### config.mk
export PLATFORM = sky130hd
export DESIGN_NAME = quasi_bidir_port_logic
export DESIGN_NICKNAME = d
export VERILOG_FILES = /design/src/qb_port_pkg.sv /design/src/quasi_bidir_port_logic.sv /design/src/pin_sync.sv
export SDC_FILE = /design/constraint.sdc
export NUM_CORES = 1
export LEC_CHECK = 0
export BUFFER_PORTS_ARGS = -buffer_cell sky130_fd_sc_hd__buf_2
export CORE_UTILIZATION = 35
export CTS_BUF_LIST = sky130_fd_sc_hd__clkbuf_4
export DETAILED_ROUTE_END_ITERATION = 10
export GPL_TIMING_DRIVEN = 0
export PLACE_DENSITY = 0.64
export SLEW_MARGIN = 40
export SYNTH_ARGS = -nofsm -noshare
export SYNTH_HDL_FRONTEND = slang
export SYNTH_HIERARCHICAL = 1
export SYNTH_SLANG_ARGS = --single-unit
### constraint.sdc
create_clock -name core_clk_i -period 4.1 [get_ports core_clk_i]
set_input_delay 0.205 -clock core_clk_i [delete_from_list [all_inputs] [get_ports core_clk_i]]
set_output_delay 0.205 -clock core_clk_i [all_outputs]
set_load 0.01 [all_outputs]
### src/qb_port_pkg.sv
package qb_port_pkg;
  localparam int          PORT_W      = 8;
  localparam int          NUM_PORTS   = 4;
  localparam logic [1:0]  PORT_ZERO   = 2'h0;
  localparam logic [1:0]  PORT_ONE    = 2'h1;
  localparam logic [1:0]  PORT_TWO    = 2'h2;
  localparam logic [1:0]  PORT_THREE  = 2'h3;
  localparam logic [7:0]  LATCH_RESET = 8'hFF;
  localparam logic [7:0]  ALL_ZERO    = 8'h00;
  localparam logic [7:0]  ALL_ONES    = 8'hFF;
  // machine cycle timing: 6 states of 2 phases, one phase per core clock
  localparam logic [2:0]  STATE_ONE   = 3'h1;
  localparam logic [2:0]  STATE_SIX   = 3'h6;
  localparam logic        PHASE_ONE   = 1'b0;
  localparam logic        PHASE_TWO   = 1'b1;
  // strong pull-up pulse in oscillator periods, one period per core clock
  localparam int          BOOST_OSC_PERIODS = 2;
  localparam logic [1:0]  BOOST_CYCLES = 2'(BOOST_OSC_PERIODS);
  // port three and port one alternate function bit positions
  localparam int          P3_RX_BIT   = 0;
  localparam int          P3_TX_BIT   = 1;
  localparam int          P3_INTA_BIT = 2;
  localparam int          P3_INTB_BIT = 3;
  localparam int          P3_TMRA_BIT = 4;
  localparam int          P3_TMRB_BIT = 5;
  localparam int          P3_WR_BIT   = 6;
  localparam int          P3_RD_BIT   = 7;
  localparam int          P1_TMRC_BIT = 0;
  localparam int          P1_CAPT_BIT = 1;
  localparam logic        HAS_TIMER_C = 1'b1;
  typedef enum logic [1:0] {
    RD_NONE,
    RD_LATCH,
    RD_PIN
  } read_sel_t;
endpackage

### src/quasi_bidir_port_logic.sv
// How it works
// - four ports, latch driver input per bit
// - port zero multiplexes low address and data
// - port two drives high address when wide
// - select switches drivers from latch to bus
// - port three carries serial, interrupt, timer, strobes
// - port one bits 0,1 serve timer c
// - zero latch forces pin low, except port two in wide address
// - latch one lets alternate output drive
// - write loads latch, reads pick latch/pin
// - external access: port zero latch set ones
// - port zero open drain except address/data ones
// - reset sets every latch bit to one
// - latch updates at state six phase two
// - driver samples latch in phase one
// - rising latch bit on ports one to three gets strong pull-up
// - strong pulse two periods, keeper latched
// - port two strong while emitting address ones
// - read-modify-write reads the latch
// - bit rmw writes whole byte back
// - narrow address keeps port two latch shown
`timescale 1ns/10ps
`default_nettype none
module quasi_bidir_port_logic (
  input  wire logic                           core_clk_i,
  input  wire logic                           rstn_i,
  // cpu timing
  input  wire logic [2:0]                     state_num_i,
  input  wire logic                           phase_i,
  // cpu port access
  input  wire logic [1:0]                     port_sel_i,
  input  wire logic                           write_latch_i,
  input  wire logic                           read_latch_i,
  input  wire logic                           read_pin_i,
  input  wire logic [qb_port_pkg::PORT_W-1:0] bus_wdata_i,
  output logic      [qb_port_pkg::PORT_W-1:0] bus_rdata_o,
  output logic                                bus_rvalid_o,
  // external memory
  input  wire logic                           ext_access_i,
  input  wire logic                           ext_addr_phase_i,
  input  wire logic                           ext_wide_addr_i,
  input  wire logic                           ext_data_drive_i,
  input  wire logic [qb_port_pkg::PORT_W-1:0] ext_addr_lo_i,
  input  wire logic [qb_port_pkg::PORT_W-1:0] ext_addr_hi_i,
  input  wire logic [qb_port_pkg::PORT_W-1:0] ext_wdata_i,
  output logic      [qb_port_pkg::PORT_W-1:0] ext_rdata_o,
  // alternate outputs
  input  wire logic                           serial_tx_i,
  input  wire logic                           data_write_strobe_n_i,
  input  wire logic                           data_read_strobe_n_i,
  // alternate inputs
  output logic                                serial_rx_o,
  output logic                                ext_interrupt_a_o,
  output logic                                ext_interrupt_b_o,
  output logic                                timer_a_count_in_o,
  output logic                                timer_b_count_in_o,
  output logic                                timer_c_count_in_o,
  output logic                                timer_c_capture_trigger_o,
  // pins
  input  wire logic [qb_port_pkg::PORT_W-1:0] port_zero_pin_i,
  input  wire logic [qb_port_pkg::PORT_W-1:0] port_one_pin_i,
  input  wire logic [qb_port_pkg::PORT_W-1:0] port_two_pin_i,
  input  wire logic [qb_port_pkg::PORT_W-1:0] port_three_pin_i,
  output logic      [qb_port_pkg::PORT_W-1:0] port_zero_pulldown_o,
  output logic      [qb_port_pkg::PORT_W-1:0] port_zero_pullup_o,
  output logic      [qb_port_pkg::PORT_W-1:0] port_one_pulldown_o,
  output logic      [qb_port_pkg::PORT_W-1:0] port_two_pulldown_o,
  output logic      [qb_port_pkg::PORT_W-1:0] port_three_pulldown_o,
  output logic      [qb_port_pkg::PORT_W-1:0] port_one_strong_o,
  output logic      [qb_port_pkg::PORT_W-1:0] port_two_strong_o,
  output logic      [qb_port_pkg::PORT_W-1:0] port_three_strong_o,
  output logic      [qb_port_pkg::PORT_W-1:0] port_one_keeper_o,
  output logic      [qb_port_pkg::PORT_W-1:0] port_two_keeper_o,
  output logic      [qb_port_pkg::PORT_W-1:0] port_three_keeper_o
);
  import qb_port_pkg::*;

  // ************************************************************
  // declarations
  // ************************************************************
  logic [PORT_W-1:0] port_zero_latch;
  logic [PORT_W-1:0] port_one_latch;
  logic [PORT_W-1:0] port_two_latch;
  logic [PORT_W-1:0] port_three_latch;
  logic [PORT_W-1:0] pin_sync [NUM_PORTS];
  logic [PORT_W-1:0] drv_held [NUM_PORTS];
  logic [PORT_W-1:0] drv_prev [NUM_PORTS];
  logic [PORT_W-1:0] rise     [NUM_PORTS];
  logic [1:0]        boost_cnt [1:NUM_PORTS-1][PORT_W];
  logic [PORT_W-1:0] keeper   [1:NUM_PORTS-1];
  logic [PORT_W-1:0] alt_out;
  logic [PORT_W-1:0] p0_level;
  logic [PORT_W-1:0] p2_level;
  logic              state_six_phase_two;
  logic              state_one_phase_one;
  logic              state_one_phase_two;
  logic              p2_addr_mode;
  read_sel_t         read_sel;
  logic [PORT_W-1:0] next_rdata;

  // pick one byte of four by port number
  function automatic logic [PORT_W-1:0] pick_port(
    input logic [1:0]        sel,
    input logic [PORT_W-1:0] b0,
    input logic [PORT_W-1:0] b1,
    input logic [PORT_W-1:0] b2,
    input logic [PORT_W-1:0] b3
  );
    logic [PORT_W-1:0] r;
    r = b0;
    if (sel == PORT_ONE) begin
      r = b1;
    end else if (sel == PORT_TWO) begin
      r = b2;
    end else if (sel == PORT_THREE) begin
      r = b3;
    end
    return r;
  endfunction

  // ************************************************************
  // timing and input synchronisers
  // ************************************************************
  assign state_six_phase_two = (state_num_i == STATE_SIX)
                               && (phase_i == PHASE_TWO);
  assign state_one_phase_one = (state_num_i == STATE_ONE)
                               && (phase_i == PHASE_ONE);
  assign state_one_phase_two = (state_num_i == STATE_ONE)
                               && (phase_i == PHASE_TWO);

  pin_sync u_sync_p0 (
    .core_clk_i (core_clk_i),
    .rstn_i     (rstn_i),
    .async_i    (port_zero_pin_i),
    .sync_o     (pin_sync[0])
  );
  pin_sync u_sync_p1 (
    .core_clk_i (core_clk_i),
    .rstn_i     (rstn_i),
    .async_i    (port_one_pin_i),
    .sync_o     (pin_sync[1])
  );
  pin_sync u_sync_p2 (
    .core_clk_i (core_clk_i),
    .rstn_i     (rstn_i),
    .async_i    (port_two_pin_i),
    .sync_o     (pin_sync[2])
  );
  pin_sync u_sync_p3 (
    .core_clk_i (core_clk_i),
    .rstn_i     (rstn_i),
    .async_i    (port_three_pin_i),
    .sync_o     (pin_sync[3])
  );

  // ************************************************************
  // port latches
  // ************************************************************
  // write taken only at state six phase two; rmw data already merged
  always_ff @(posedge core_clk_i) begin
    if (!rstn_i) begin
      port_zero_latch  <= LATCH_RESET;
      port_one_latch   <= LATCH_RESET;
      port_two_latch   <= LATCH_RESET;
      port_three_latch <= LATCH_RESET;
    end else begin
      if (ext_access_i) begin
        port_zero_latch <= ALL_ONES;
      end else if (write_latch_i && state_six_phase_two
                   && port_sel_i == PORT_ZERO) begin
        port_zero_latch <= bus_wdata_i;
      end
      if (write_latch_i && state_six_phase_two) begin
        if (port_sel_i == PORT_ONE) begin
          port_one_latch <= bus_wdata_i;
        end else if (port_sel_i == PORT_TWO) begin
          port_two_latch <= bus_wdata_i;
        end else if (port_sel_i == PORT_THREE) begin
          port_three_latch <= bus_wdata_i;
        end
      end
    end
  end

  // ************************************************************
  // read path
  // ************************************************************
  always_comb begin
    read_sel = RD_NONE;
    if (read_latch_i) begin
      read_sel = RD_LATCH;
    end else if (read_pin_i) begin
      read_sel = RD_PIN;
    end
  end

  always_comb begin
    next_rdata = ALL_ZERO;
    case (read_sel)
      RD_LATCH: next_rdata = pick_port(port_sel_i, port_zero_latch,
                  port_one_latch, port_two_latch, port_three_latch);
      RD_PIN:   next_rdata = pick_port(port_sel_i, pin_sync[0],
                  pin_sync[1], pin_sync[2], pin_sync[3]);
      default:  next_rdata = ALL_ZERO;
    endcase
  end

  always_ff @(posedge core_clk_i) begin
    if (!rstn_i) begin
      bus_rdata_o  <= ALL_ZERO;
      bus_rvalid_o <= 1'b0;
      ext_rdata_o  <= ALL_ZERO;
    end else begin
      bus_rdata_o  <= next_rdata;
      bus_rvalid_o <= read_sel != RD_NONE;
      ext_rdata_o  <= pin_sync[0];
    end
  end

  // ************************************************************
  // alternate functions
  // ************************************************************
  always_comb begin
    alt_out = ALL_ONES;
    alt_out[P3_TX_BIT] = serial_tx_i;
    alt_out[P3_WR_BIT] = data_write_strobe_n_i;
    alt_out[P3_RD_BIT] = data_read_strobe_n_i;
  end

  // live synchronised level always feeds alternate inputs
  always_ff @(posedge core_clk_i) begin
    if (!rstn_i) begin
      serial_rx_o               <= 1'b1;
      ext_interrupt_a_o         <= 1'b1;
      ext_interrupt_b_o         <= 1'b1;
      timer_a_count_in_o        <= 1'b1;
      timer_b_count_in_o        <= 1'b1;
      timer_c_count_in_o        <= 1'b1;
      timer_c_capture_trigger_o <= 1'b1;
    end else begin
      serial_rx_o        <= pin_sync[3][P3_RX_BIT];
      ext_interrupt_a_o  <= pin_sync[3][P3_INTA_BIT];
      ext_interrupt_b_o  <= pin_sync[3][P3_INTB_BIT];
      timer_a_count_in_o <= pin_sync[3][P3_TMRA_BIT];
      timer_b_count_in_o <= pin_sync[3][P3_TMRB_BIT];
      timer_c_count_in_o <= HAS_TIMER_C
                            & pin_sync[1][P1_TMRC_BIT];
      timer_c_capture_trigger_o <= HAS_TIMER_C
                            & pin_sync[1][P1_CAPT_BIT];
    end
  end

  // ************************************************************
  // output drivers
  // ************************************************************
  // buffers follow the latch only in phase one, hold through phase two
  always_ff @(posedge core_clk_i) begin
    if (!rstn_i) begin
      drv_held[0] <= LATCH_RESET;
      drv_held[1] <= LATCH_RESET;
      drv_held[2] <= LATCH_RESET;
      drv_held[3] <= LATCH_RESET;
    end else if (phase_i == PHASE_ONE) begin
      drv_held[0] <= port_zero_latch;
      drv_held[1] <= port_one_latch;
      drv_held[2] <= port_two_latch;
      // alternate output passes only where latch holds one
      drv_held[3] <= port_three_latch & alt_out;
    end
  end

  assign p2_addr_mode = ext_access_i && ext_wide_addr_i;
  // narrow address leaves the latch on port two
  assign p2_level = p2_addr_mode ? ext_addr_hi_i : drv_held[2];
  assign p0_level = ext_addr_phase_i ? ext_addr_lo_i : ext_wdata_i;

  always_ff @(posedge core_clk_i) begin
    if (!rstn_i) begin
      port_zero_pulldown_o  <= ALL_ZERO;
      port_zero_pullup_o    <= ALL_ZERO;
      port_one_pulldown_o   <= ALL_ZERO;
      port_two_pulldown_o   <= ALL_ZERO;
      port_three_pulldown_o <= ALL_ZERO;
    end else begin
      // one in latch turns the low driver off so pins can be inputs
      port_one_pulldown_o   <= ~drv_held[1];
      port_two_pulldown_o   <= ~p2_level;
      port_three_pulldown_o <= ~drv_held[3];
      if (ext_access_i && (ext_addr_phase_i || ext_data_drive_i)) begin
        port_zero_pulldown_o <= ~p0_level;
        port_zero_pullup_o   <= p0_level;
      end else if (ext_access_i) begin
        port_zero_pulldown_o <= ALL_ZERO;
        port_zero_pullup_o   <= ALL_ZERO;
      end else begin
        // open drain: a latched one floats the pin
        port_zero_pulldown_o <= ~drv_held[0];
        port_zero_pullup_o   <= ALL_ZERO;
      end
    end
  end

  // ************************************************************
  // strong pull-up and keeper, ports one to three
  // ************************************************************
  always_comb begin
    rise[0] = ALL_ZERO;
    rise[1] = drv_held[1] & ~drv_prev[1];
    rise[2] = drv_held[2] & ~drv_prev[2];
    rise[3] = drv_held[3] & ~drv_prev[3];
  end

  always_ff @(posedge core_clk_i) begin
    if (!rstn_i) begin
      drv_prev[0] <= LATCH_RESET;
      drv_prev[1] <= LATCH_RESET;
      drv_prev[2] <= LATCH_RESET;
      drv_prev[3] <= LATCH_RESET;
    end else begin
      drv_prev <= drv_held;
    end
  end

  genvar gp, gb;
  generate
    for (gp = 1; gp < NUM_PORTS; gp++) begin : g_port
      for (gb = 0; gb < PORT_W; gb++) begin : g_bit
        // pulse starts with the rising driver in state one, either phase
        always_ff @(posedge core_clk_i) begin
          if (!rstn_i) begin
            boost_cnt[gp][gb] <= 2'h0;
            keeper[gp][gb]    <= 1'b1;
          end else begin
            if (rise[gp][gb] && (state_one_phase_one
                                 || state_one_phase_two)) begin
              boost_cnt[gp][gb] <= BOOST_CYCLES;
            end else if (boost_cnt[gp][gb] != 2'h0) begin
              boost_cnt[gp][gb] <= boost_cnt[gp][gb] - 2'h1;
            end
            if (boost_cnt[gp][gb] != 2'h0) begin
              keeper[gp][gb] <= 1'b1;
            end else if (gp == 2 && p2_addr_mode) begin
              keeper[gp][gb] <= p2_level[gb];
            end else if (!drv_held[gp][gb] || !pin_sync[gp][gb]) begin
              // a low pin drops the keeper until the next boost or, on port two, a one emitted in wide address mode
              keeper[gp][gb] <= 1'b0;
            end
          end
        end
      end
    end
  endgenerate

  always_ff @(posedge core_clk_i) begin
    if (!rstn_i) begin
      port_one_strong_o   <= ALL_ZERO;
      port_two_strong_o   <= ALL_ZERO;
      port_three_strong_o <= ALL_ZERO;
      port_one_keeper_o   <= ALL_ONES;
      port_two_keeper_o   <= ALL_ONES;
      port_three_keeper_o <= ALL_ONES;
    end else begin
      for (int b = 0; b < PORT_W; b++) begin
        port_one_strong_o[b]   <= boost_cnt[1][b] != 2'h0;
        port_three_strong_o[b] <= boost_cnt[3][b] != 2'h0;
        port_two_strong_o[b]   <= (boost_cnt[2][b] != 2'h0)
                                  || (p2_addr_mode && p2_level[b]);
      end
      port_one_keeper_o   <= keeper[1];
      port_two_keeper_o   <= keeper[2];
      port_three_keeper_o <= keeper[3];
    end
  end
endmodule
`default_nettype wire

### src/pin_sync.sv
`timescale 1ns/10ps
`default_nettype none
module pin_sync (
  input  wire logic                           core_clk_i,
  input  wire logic                           rstn_i,
  input  wire logic [qb_port_pkg::PORT_W-1:0] async_i,
  output logic      [qb_port_pkg::PORT_W-1:0] sync_o
);
  import qb_port_pkg::*;

  logic [PORT_W-1:0] meta;

  // first stage feeds only the second stage
  always_ff @(posedge core_clk_i) begin
    if (!rstn_i) begin
      meta   <= ALL_ONES;
      sync_o <= ALL_ONES;
    end else begin
      meta   <= async_i;
      sync_o <= meta;
    end
  end
endmodule
`default_nettype wire

==> results of run 1 <==
stage by stage:
step | std cells | instance area (um2) | util | hold WS, ps | worst slack [ps]
after floorplan | 1102 | 12510 | - | 278.0 | 2593
after global placement | 1747 | 14030 | 0.4021 | 384.7 | 1640
after detailed placement | 1747 | 14030 | 0.4021 | 384.5 | 1630
after CTS | 2000 | 16090 | 0.4613 | 22.45 | 1636
after global routing | 2002 | 16100 | 0.4614 | 97.74 | 1515
final | 2004 | 16100 | 0.4615 | 82.52 | 1566
cell families (layout without fill, tap and decap cells):
kind of cell / after synthesis / count (layout) / synth area share
and+or+nand+nor: 441 / 441 / 0.2194
DFF: 336 / 336 / 0.5955
buffers and inverters: 124 / 567 / 0.04482
AOI/OAI and AO/OA: 104 / 104 / 0.05683
muxes: 69 / 69 / 0.05543
adders and majority gates: 28 / 28 / 0.02801
other: 0 / 4 / 0
registers in the layout, indices dropped and copies added (netlist names), 24 cells and up:
register / flops
drv_held: 32
boost_cnt: 48
drv_prev: 24
keeper: 24
worst register-to-register path: cells and delay by family (launching register included):
family,cells,cell delay [ps]
flops,1,360
simple gates,2,450
fa+ha+maj,1,250
buf+inv,1,50
cells in the mapped netlist, types with 10 or more instances:
| library cell | n | area [um2] |
|---|---|---|
| dfxtp_1 | 264 | 5285 |
| nand2_1 | 113 | 424.2 |
| nand2b_1 | 107 | 669.4 |
| edfxtp_1 | 72 | 2162 |
| mux2i_1 | 67 | 670.6 |
| inv_1 | 66 | 247.7 |
| o21a_1 | 33 | 247.7 |
| a21oi_1 | 32 | 160.2 |
| nand3_1 | 31 | 155.2 |
| nor2_1 | 31 | 116.4 |
| ha_1 | 28 | 350.3 |
| buf_2 | 25 | 125.1 |
| nand3b_1 | 24 | 180.2 |
| nand4_1 | 24 | 150.1 |
| clkbuf_1 | 23 | 86.33 |
| nor3b_1 | 20 | 150.1 |
| nor3b_4 | 20 | 375.4 |
| or2b_1 | 20 | 150.1 |
| nor2b_1 | 19 | 118.9 |
| o221ai_1 | 16 | 140.1 |
| and2_1 | 10 | 62.56 |
layer usage:
metal,GRT usage,vias to the layer above,wire length [um]
li1,-,4559,-
met1,0.2369,4342,15020
met2,0.3112,294,16330
met3,0.05049,51,2238
met4,0.07323,0,862
met5,0,-,0
worst max-delay path by stage:
stage | endpoint | from | slack, ps
2_1_floorplan | boost_cnt[0][32] | state_num_i[1] | 2590
4_1_cts | bus_rvalid_o | rstn_i | 1640
6_report | bus_rvalid_o | rstn_i | 1570
3_3_place_gp | keeper[0][23] | rstn_i | 1640
3_5_place_dp | keeper[0][22] | rstn_i | 1630
5_1_grt | bus_rvalid_o | rstn_i | 1510
area by class of cell:
| cell class | count | area [um2] |
|---|---|---|
| Buffer | 57 | 309.0 |
| Fill cell | 3336 | 18780 |
| Clock buffer | 131 | 983.4 |
| Antenna cell | 4 | 10.01 |
| Inverter | 67 | 251.5 |
| Sequential cell | 336 | 7447 |
| Multi-Input combinational cell | 642 | 4498 |
| Tap cell | 455 | 569.3 |
| Clock inverter | 30 | 160.2 |
| Timing Repair Buffer | 282 | 1872 |
where the power goes:
| part | internal (mW) | switching, mW |
|---|---|---|
| sequential | 3.87 | 0.148 |
| clock | 1.54 | 1.39 |
| combinational | 0.644 | 0.822 |
==> metrics.txt, run 1 <==
initial core utilization=0.3585; r2r endpoint=boost_cnt[0][12]; Final Cycle Share=0.6180; min-delay src=ext_wide_addr_i; PortBufs=190; core region area=roughly 35000 um2; # Post-CTS Setup Buffers=0; GRT Util Overall=0.1898; drt initial violations=roughly 520; Period minus WS final=between 2000 and 3000 ps; slowest CP cell=clkbuf_1; maximum VDD drop=between 0.0003 and 0.0004 V; cell family with most CP delay=buffers and inverters; Slew @ Worst Pin=approximately 770 ps; Syn-to-layout area delta=28.74%; die extent in y=191.0 um; Die X=about 190 um; Num CTS Buffers=89; initial antenna violation count=2; Critical Path RT=between 4000 and 5000 ps; layout cells sized above 1=0.2511; die area=approximately 36000 um2; H-tree depth=3; I/O pins=around 190; clock root buffer=clkbuf_4; GRT overflow=0; FF-to-FF setup slack=approximately 2800 ps; worst hold path class=input pin to register; overall power=around 8.4 mW; first-pass GRT wire length=approximately 52000 um; Cell Chain, Critical Path=dlygate4sd3_1 > buf_2 > buf_2 > clkbuf_1 > clkbuf_1 > o21a_1 > dlygate4sd3_1; crit-path max FO=29; CTS Hold Buffers Added=92; Syn Area/Cell=about 11 um2; clock buffer depth=3; R2R depth=4; Vias/cell=4.614; cells after synthesis=roughly 1100; max cap viols=0; Setup TNS=0 ps; Worst-path clk slew=around 60 ps; RD Place Congestion=~0.9; Net count, final=about 1600; Pins Over Slew Limit=0; most frequent cells in the layout=264 x dfxtp_1, 215 x buf_2, 131 x clkbuf_4; critical path capture point type=register; CP Depth=7; Setup Skew=69.63 ps; hold depth=4; Yosys reg bits=between 300 and 400; Main synth FF type=dfxtp_1; Crit path buffers/inverters=6; mapped cell area=about 13000 um2; Final setup viols=0; Site Rows=68; Achievable Freq=about 390 MHz; Critical Path Source Type=input pin; commonest non-fill, non-tap cell in the layout=dfxtp_1; critical path class=input pin to register; net count after synthesis=1212; routed len/inst=17.19 um; outcome=completed; crit path DAT=3210 ps; Lkg Pwr=roughly 7.0 nW; Post-CTS Resized=0; largest net degree at the start of global routing=30; vias in the first global route=between 9000 and 10000; drt drc=0; clk sink count=between 300 and 400; Final HPWL DP=24600 um; Final Hold Viols=0; RSZ-0062 raised after global routing=false; slew margin rel.=0.4846; sequential share of the synthesized area=0.5955; Routed Antenna Nets=0; clk_lat worst skew=750 ps; Routed WL=around 34000 um; Post-synth EDFFs=between 70 and 80; Via Count=roughly 9200; Synth async-reset ratio=0; power density cells=between 500 and 600 nW/um2; crit-path max cell delay=between 500 and 600 ps; Hold Path End=keeper[0][17]; Yosys Warn Count=6; reg2reg start=boost_cnt[0][12]; DRT Pass-1 Iters=4; synth unique cells=39; CTS tree=built
No activity file was read; power rests on OpenSTA's default activity.
==> inputs of run 2 (changes only) <==
ABC_AREA = 1   (was not set)
clock period = 2.7 ns   (was 4.1 ns; I/O delays follow)
==> metrics.txt, run 2 <==
Yosys reg bits=~340; Switching Share=0.2809; I/O pins=between 150 and 200; number of flip-flops in the largest register=48; most common cell in the netlist=nand2_1; CTS tree=built; Setup Skew=roughly 76 ps; Crit. Startpoint=state_num_i[2]; Critical Path Source Type=input pin; initial antenna violation count=1; vias in the first global route=between 10000 and 15000; cells after synthesis=between 1000 and 1500; maximum VDD drop=about 0.00036 V; Net count, final=1939; Post-DP Area=about 14000 um2; Slew @ Worst Pin=approximately 800 ps; clock share of power=0.347; slew margin rel.=0.4700; max cap viols=0; Routed Antenna Nets=0; area of the multi-input gates=approximately 3900 um2; r2r endpoint=keeper[0][13]; R2R depth=6; outcome=completed; Vias/cell=4.623; Period minus WS final=2569 ps; Syn-to-layout area delta=30.85%; Yosys Warn Count=6; Commonest cells post-synth=281 x nand2_1, 264 x dfxtp_1, 248 x inv_1; PortBufs=191; Final setup viols=0; Site Rows=just under 70; H-tree depth=3; layout cells sized above 1=0.2038; Critical Path RT=3320 ps; storage element area=7447 um2; clock root buffer=clkbuf_4; die area=36800 um2; reg2reg start=boost_cnt[0][4]; Synth async-reset ratio=0; RSZ-0062 raised after global routing=false; post-synth top area share=0.4190; design area=16500 um2; critical path class=input pin to register; clk sink count=around 340; largest net degree at the start of global routing=14; Routed WL=between 30000 and 40000 um; net count after synthesis=approximately 1500; Num CTS Buffers=89; largest cells by area after synthesis=dfxtp_1 42%, edfxtp_1 17%, nand2_1 8.4%; # fillers=approximately 3500; FF-to-FF setup slack=~1300 ps; internal power=9.419 mW; Largest regs=boost_cnt (48), drv_held (32); critical path capture point type=register; GRT Util Overall=0.2036; Final Hold Viols=0; Achievable Freq=389.2 MHz; hold depth=6; Worst-path clk slew=around 70 ps; crit path DAT=between 3000 and 4000 ps; Syn Area/Cell=between 8 and 9 um2; area leader, netlist=dfxtp_1; Final HPWL DP=26320 um; clk_lat worst skew=760 ps; RD Place Congestion=~0.92; Lkg Pwr=8.137 nW; Post-synth EDFFs=slightly above 70; most flop-heavy register=boost_cnt; commonest non-fill, non-tap cell in the layout=nand2_1; Hold Path End=port_three_latch[6]; # Post-CTS Setup Buffers=0; initial core utilization=0.3554; Flop pwr share=0.472; drt initial violations=between 600 and 700; Final Cycle Share=0.9515; Die X=around 190 um; Via Count=around 11000; routed len/inst=between 15 and 20 um; mapped cell area=roughly 13000 um2; Pins Over Slew Limit=0; core region area=between 30000 and 40000 um2; crit-path max FO=18; GRT overflow=0; min-delay src=port_sel_i[0]; first-pass GRT wire length=56460 um; clock buffer depth=3; DRT Pass-1 Iters=6; sequential share of the synthesized area=0.5905; Main synth FF type=dfxtp_1; drt drc=0; die extent in y=191.8 um; worst hold path class=input pin to register; power density cells=just under 800 nW/um2; Psw=3.680 mW; most frequent cells in the layout=281 x nand2_1, 264 x dfxtp_1, 248 x inv_1; synth unique cells=26; Setup TNS=0 ps; Gate power share=0.181
run 2: changes by cell type after synthesis, sizes merged, moves of 27 or more:
cell / previous run / this run
or2: 0 / 27
o21ai: 6 / 63
mux2i: 67 / 0
a21oi: 32 / 72
nand2b: 107 / 0
nand2: 113 / 293
inv: 66 / 248
nor3b: 40 / 0
nand3: 31 / 98
nor2: 31 / 96
run 2: cells by family (layout without fill, tap and decap cells):
group | after synthesis | after routing | synth area share
adder cells (fa/ha/maj) | 28 | 28 | 0.02778
flip-flops | 336 | 336 | 0.5905
buffers and inverters | 320 | 785 | 0.1042
other | 0 | 2 | 0
AO/OA/AOI/OAI | 163 | 163 | 0.06945
AND/OR/NAND/NOR | 582 | 582 | 0.2081
run 2: routing by layer:
metal,track usage,part of all wire,vias up
li1,-,-,5417
met1,0.2569,0.43,5016
met2,0.3344,0.47,391
met3,0.04349,0.067,72
met4,0.08791,0.030,0
met5,0,0,-
run 2: power groups by stage:
stage / registers [mW] / clock network, mW / logic [mW]
after detailed placement: 6.30 / 0 / 2.21
final: 6.19 / 4.54 / 2.37
after floorplan: 6.34 / 0 / 1.38
after global placement: 6.28 / 0 / 2.13
after CTS: 6.19 / 4.66 / 2.37
after global routing: 6.26 / 4.94 / 2.70
run 2: worst max-delay path, cell delays in order:
cell           delay [ps]
dlygate4sd3_1         530
buf_2                 170
nand2_1                60
dlygate4sd3_1         600
clkinvlp_4            270
nand4_1               200
dlygate4sd3_1         580
nand3_1                70
dlygate4sd3_1         570
run 2: layout make-up:
type	count	area share
Sequential cell	336	0.4513
Multi-Input combinational cell	773	0.2334
Timing Repair Buffer	310	0.1301
Inverter	253	0.05777
Clock buffer	122	0.05550
Tap cell	461	0.03495
Buffer	66	0.02183
Clock inverter	34	0.01494
Antenna cell	2	0.0003033
run 2: metrics by stage:
step / utilization / setup WS, ps / cells / hold slack [ps] / power [mW]
after CTS: 0.4650 / 152.2 / 2356 / 10.16 / 13.22
after floorplan: - / 1316 / 1429 / 219.8 / 7.723
after global routing: 0.4650 / 63.19 / 2356 / 53.51 / 13.90
after global placement: 0.3986 / 445.7 / 2081 / 308.7 / 8.409
after detailed placement: 0.3986 / 497.6 / 2081 / 306.3 / 8.514
final: 0.4651 / 130.8 / 2357 / 72.38 / 13.10
run 2: what timing repair did:
item	CTS	global route
hold buffers	119	0
hold endpoints to repair	168	0
gates resized for setup	0	1
setup endpoints to repair	0	1
run 2: worst max path at each step:
stage,end,depth (start not counted)
floorplan,port_two_latch[7],8
global placement,timer_a_count_in_o,5
detailed placement,timer_b_count_in_o,5
CTS,port_one_latch[1],10
global route,port_one_latch[1],9
finish,port_one_latch[1],9
==> inputs of run 3 (changes only) <==
SETUP_SLACK_MARGIN = 0.4   (was not set)
==> metrics.txt, run 3 (synthesized netlist as in run 2, its figures left out) <==
outcome=completed; GRT overflow=0; clk sink count=roughly 340; Critical Path RT=~3400 ps; routed len/inst=between 15 and 20 um; FF-to-FF setup slack=about 1300 ps; # fillers=3447; Pins Over Slew Limit=0; most flop-heavy register=boost_cnt; internal power=9.422 mW; worst hold path class=input pin to register; Setup TNS=0 ps; Final Hold Viols=0; Flop pwr share=0.472; Setup Skew=75.49 ps; number of flip-flops in the largest register=48; Final HPWL DP=between 20000 and 30000 um; core region area=between 30000 and 40000 um2; critical path class=input pin to register; Largest regs=boost_cnt (48), drv_held (32); die area=36800 um2; crit path DAT=approximately 2900 ps; Slew @ Worst Pin=a little under 800 ps; Achievable Freq=about 450 MHz; CTS tree=built; hold depth=6; Die X=~190 um; Gate power share=0.182; design area=about 17000 um2; crit-path max FO=10; hold_ws=73.41 ps; power density cells=around 790 nW/um2; PortBufs=~190; min-delay src=port_sel_i[0]; H-tree depth=3; Routed Antenna Nets=0; r2r endpoint=keeper[0][13]; Post-DP Area=roughly 14000 um2; reg2reg start=boost_cnt[0][4]; largest net degree at the start of global routing=14; GR met2 Demand/Resource=0.3342; Via Count=around 11000; max cap viols=0; Site Rows=about 70; most frequent cells in the layout=281 x nand2_1, 264 x dfxtp_1, 248 x inv_1; RSZ-0062 raised after global routing=false; clock buffer depth=3; DRT Pass-1 Iters=6; fin cells=about 2400; Worst-path clk slew=roughly 60 ps; RD Place Congestion=between 0.9 and 1; GR met1 Demand/Resource=0.2568; I/O pins=~190; critical path capture point type=register; GRT Util Overall=0.2035; Routed WL=between 30000 and 40000 um; Final setup viols=0; drt initial violations=679; die extent in y=around 190 um; Psw=roughly 3.7 mW; Vias/cell=~4.6; Syn-to-layout area delta=30.99%; grt peak-use layer=met2; Period minus WS final=roughly 2200 ps; commonest non-fill, non-tap cell in the layout=nand2_1; initial core utilization=0.3554; clk_lat worst skew=approximately 760 ps; Placed Cells=around 2100; Num CTS Buffers=just under 90; initial antenna violation count=1; Net count, final=1942; maximum VDD drop=around 0.00035 V; Lkg Pwr=8.160 nW; drt drc=0; clock root buffer=clkbuf_4; first-pass GRT wire length=roughly 56000 um; Final Cycle Share=0.8144; Switching Share=0.2808; met3 Track Usage GR=0.04349; Critical Path Source Type=input pin; Hold Path End=port_three_latch[6]; vias in the first global route=10710; layout cells sized above 1=0.2051; clock share of power=0.346; R2R depth=6; slew margin rel.=0.4765
run 3: changes by cell type in the layout (fill, tap and decap cells not counted), sizes merged:
cell / previous run / this run
buf: 218 / 220
clkbuf: 161 / 162
clkinv: 33 / 34
clkinvlp: 1 / 0
run 3: how the worst max path moves through the flow:
stage,startpoint,endpoint,slack [ps],depth (start not counted)
floorplan,port_sel_i[0],port_two_latch[7],1320,8
global placement,rstn_i,timer_a_count_in_o,450,5
detailed placement,rstn_i,timer_b_count_in_o,500,5
CTS,port_sel_i[1],port_one_latch[1],410,10
global route,ext_addr_phase_i,port_zero_pulldown_o[5],420,8
finish,phase_i,port_one_latch[1],500,9
run 3: repair_timing:
item | CTS | global route
resized for setup | 0 | 4
setup endpoints to repair | 0 | 1
hold buffers | 119 | 0
hold endpoints to repair | 168 | 0
buffers inserted | 0 | 2
run 3: power by group through the flow:
| stage | registers, mW | logic, mW | clock network, mW |
|---|---|---|---|
| after floorplan | 6.34 | 1.38 | 0 |
| after CTS | 6.19 | 2.37 | 4.66 |
| after global routing | 6.26 | 2.70 | 4.94 |
| final | 6.19 | 2.38 | 4.53 |
| after global placement | 6.28 | 2.13 | 0 |
| after detailed placement | 6.30 | 2.21 | 0 |
run 3: worst max-delay path, cell delays in order:
cell and delay (ps):
dlygate4sd3_1 560, buf_2 180, inv_1 140, nor3_4 240, buf_2 270, nand4_1 120, dlygate4sd3_1 600, nand3_1 80
dlygate4sd3_1 550
run 3: layout make-up:
class	count	area (um2)	area share
flip-flops and latches	336	7447	0.4508
multi-input cells	773	3851	0.2331
repair buffers	312	2162	0.1309
inverters	253	949.7	0.05748
clock buffers	122	915.9	0.05544
well taps	461	576.8	0.03491
plain buffers	67	366.6	0.02219
clock inverters	34	246.5	0.01492
diodes	2	5.005	0.0003029
run 3: per-layer routing:
layer  routed length, um  share of wire
met2               17480           0.47
met1               15680           0.42
met3                2977          0.080
met5                   0              0
met4                1014          0.027
run 3: metrics by stage:
step / utilization / total power [mW] / setup WS, ps
2_1_floorplan: - / 7.723 / 1316
6_report: 0.4656 / 13.10 / 501.3
3_3_place_gp: 0.3986 / 8.409 / 445.7
5_1_grt: 0.4655 / 13.90 / 421.2
4_1_cts: 0.4650 / 13.22 / 408.7
3_5_place_dp: 0.3986 / 8.514 / 497.6
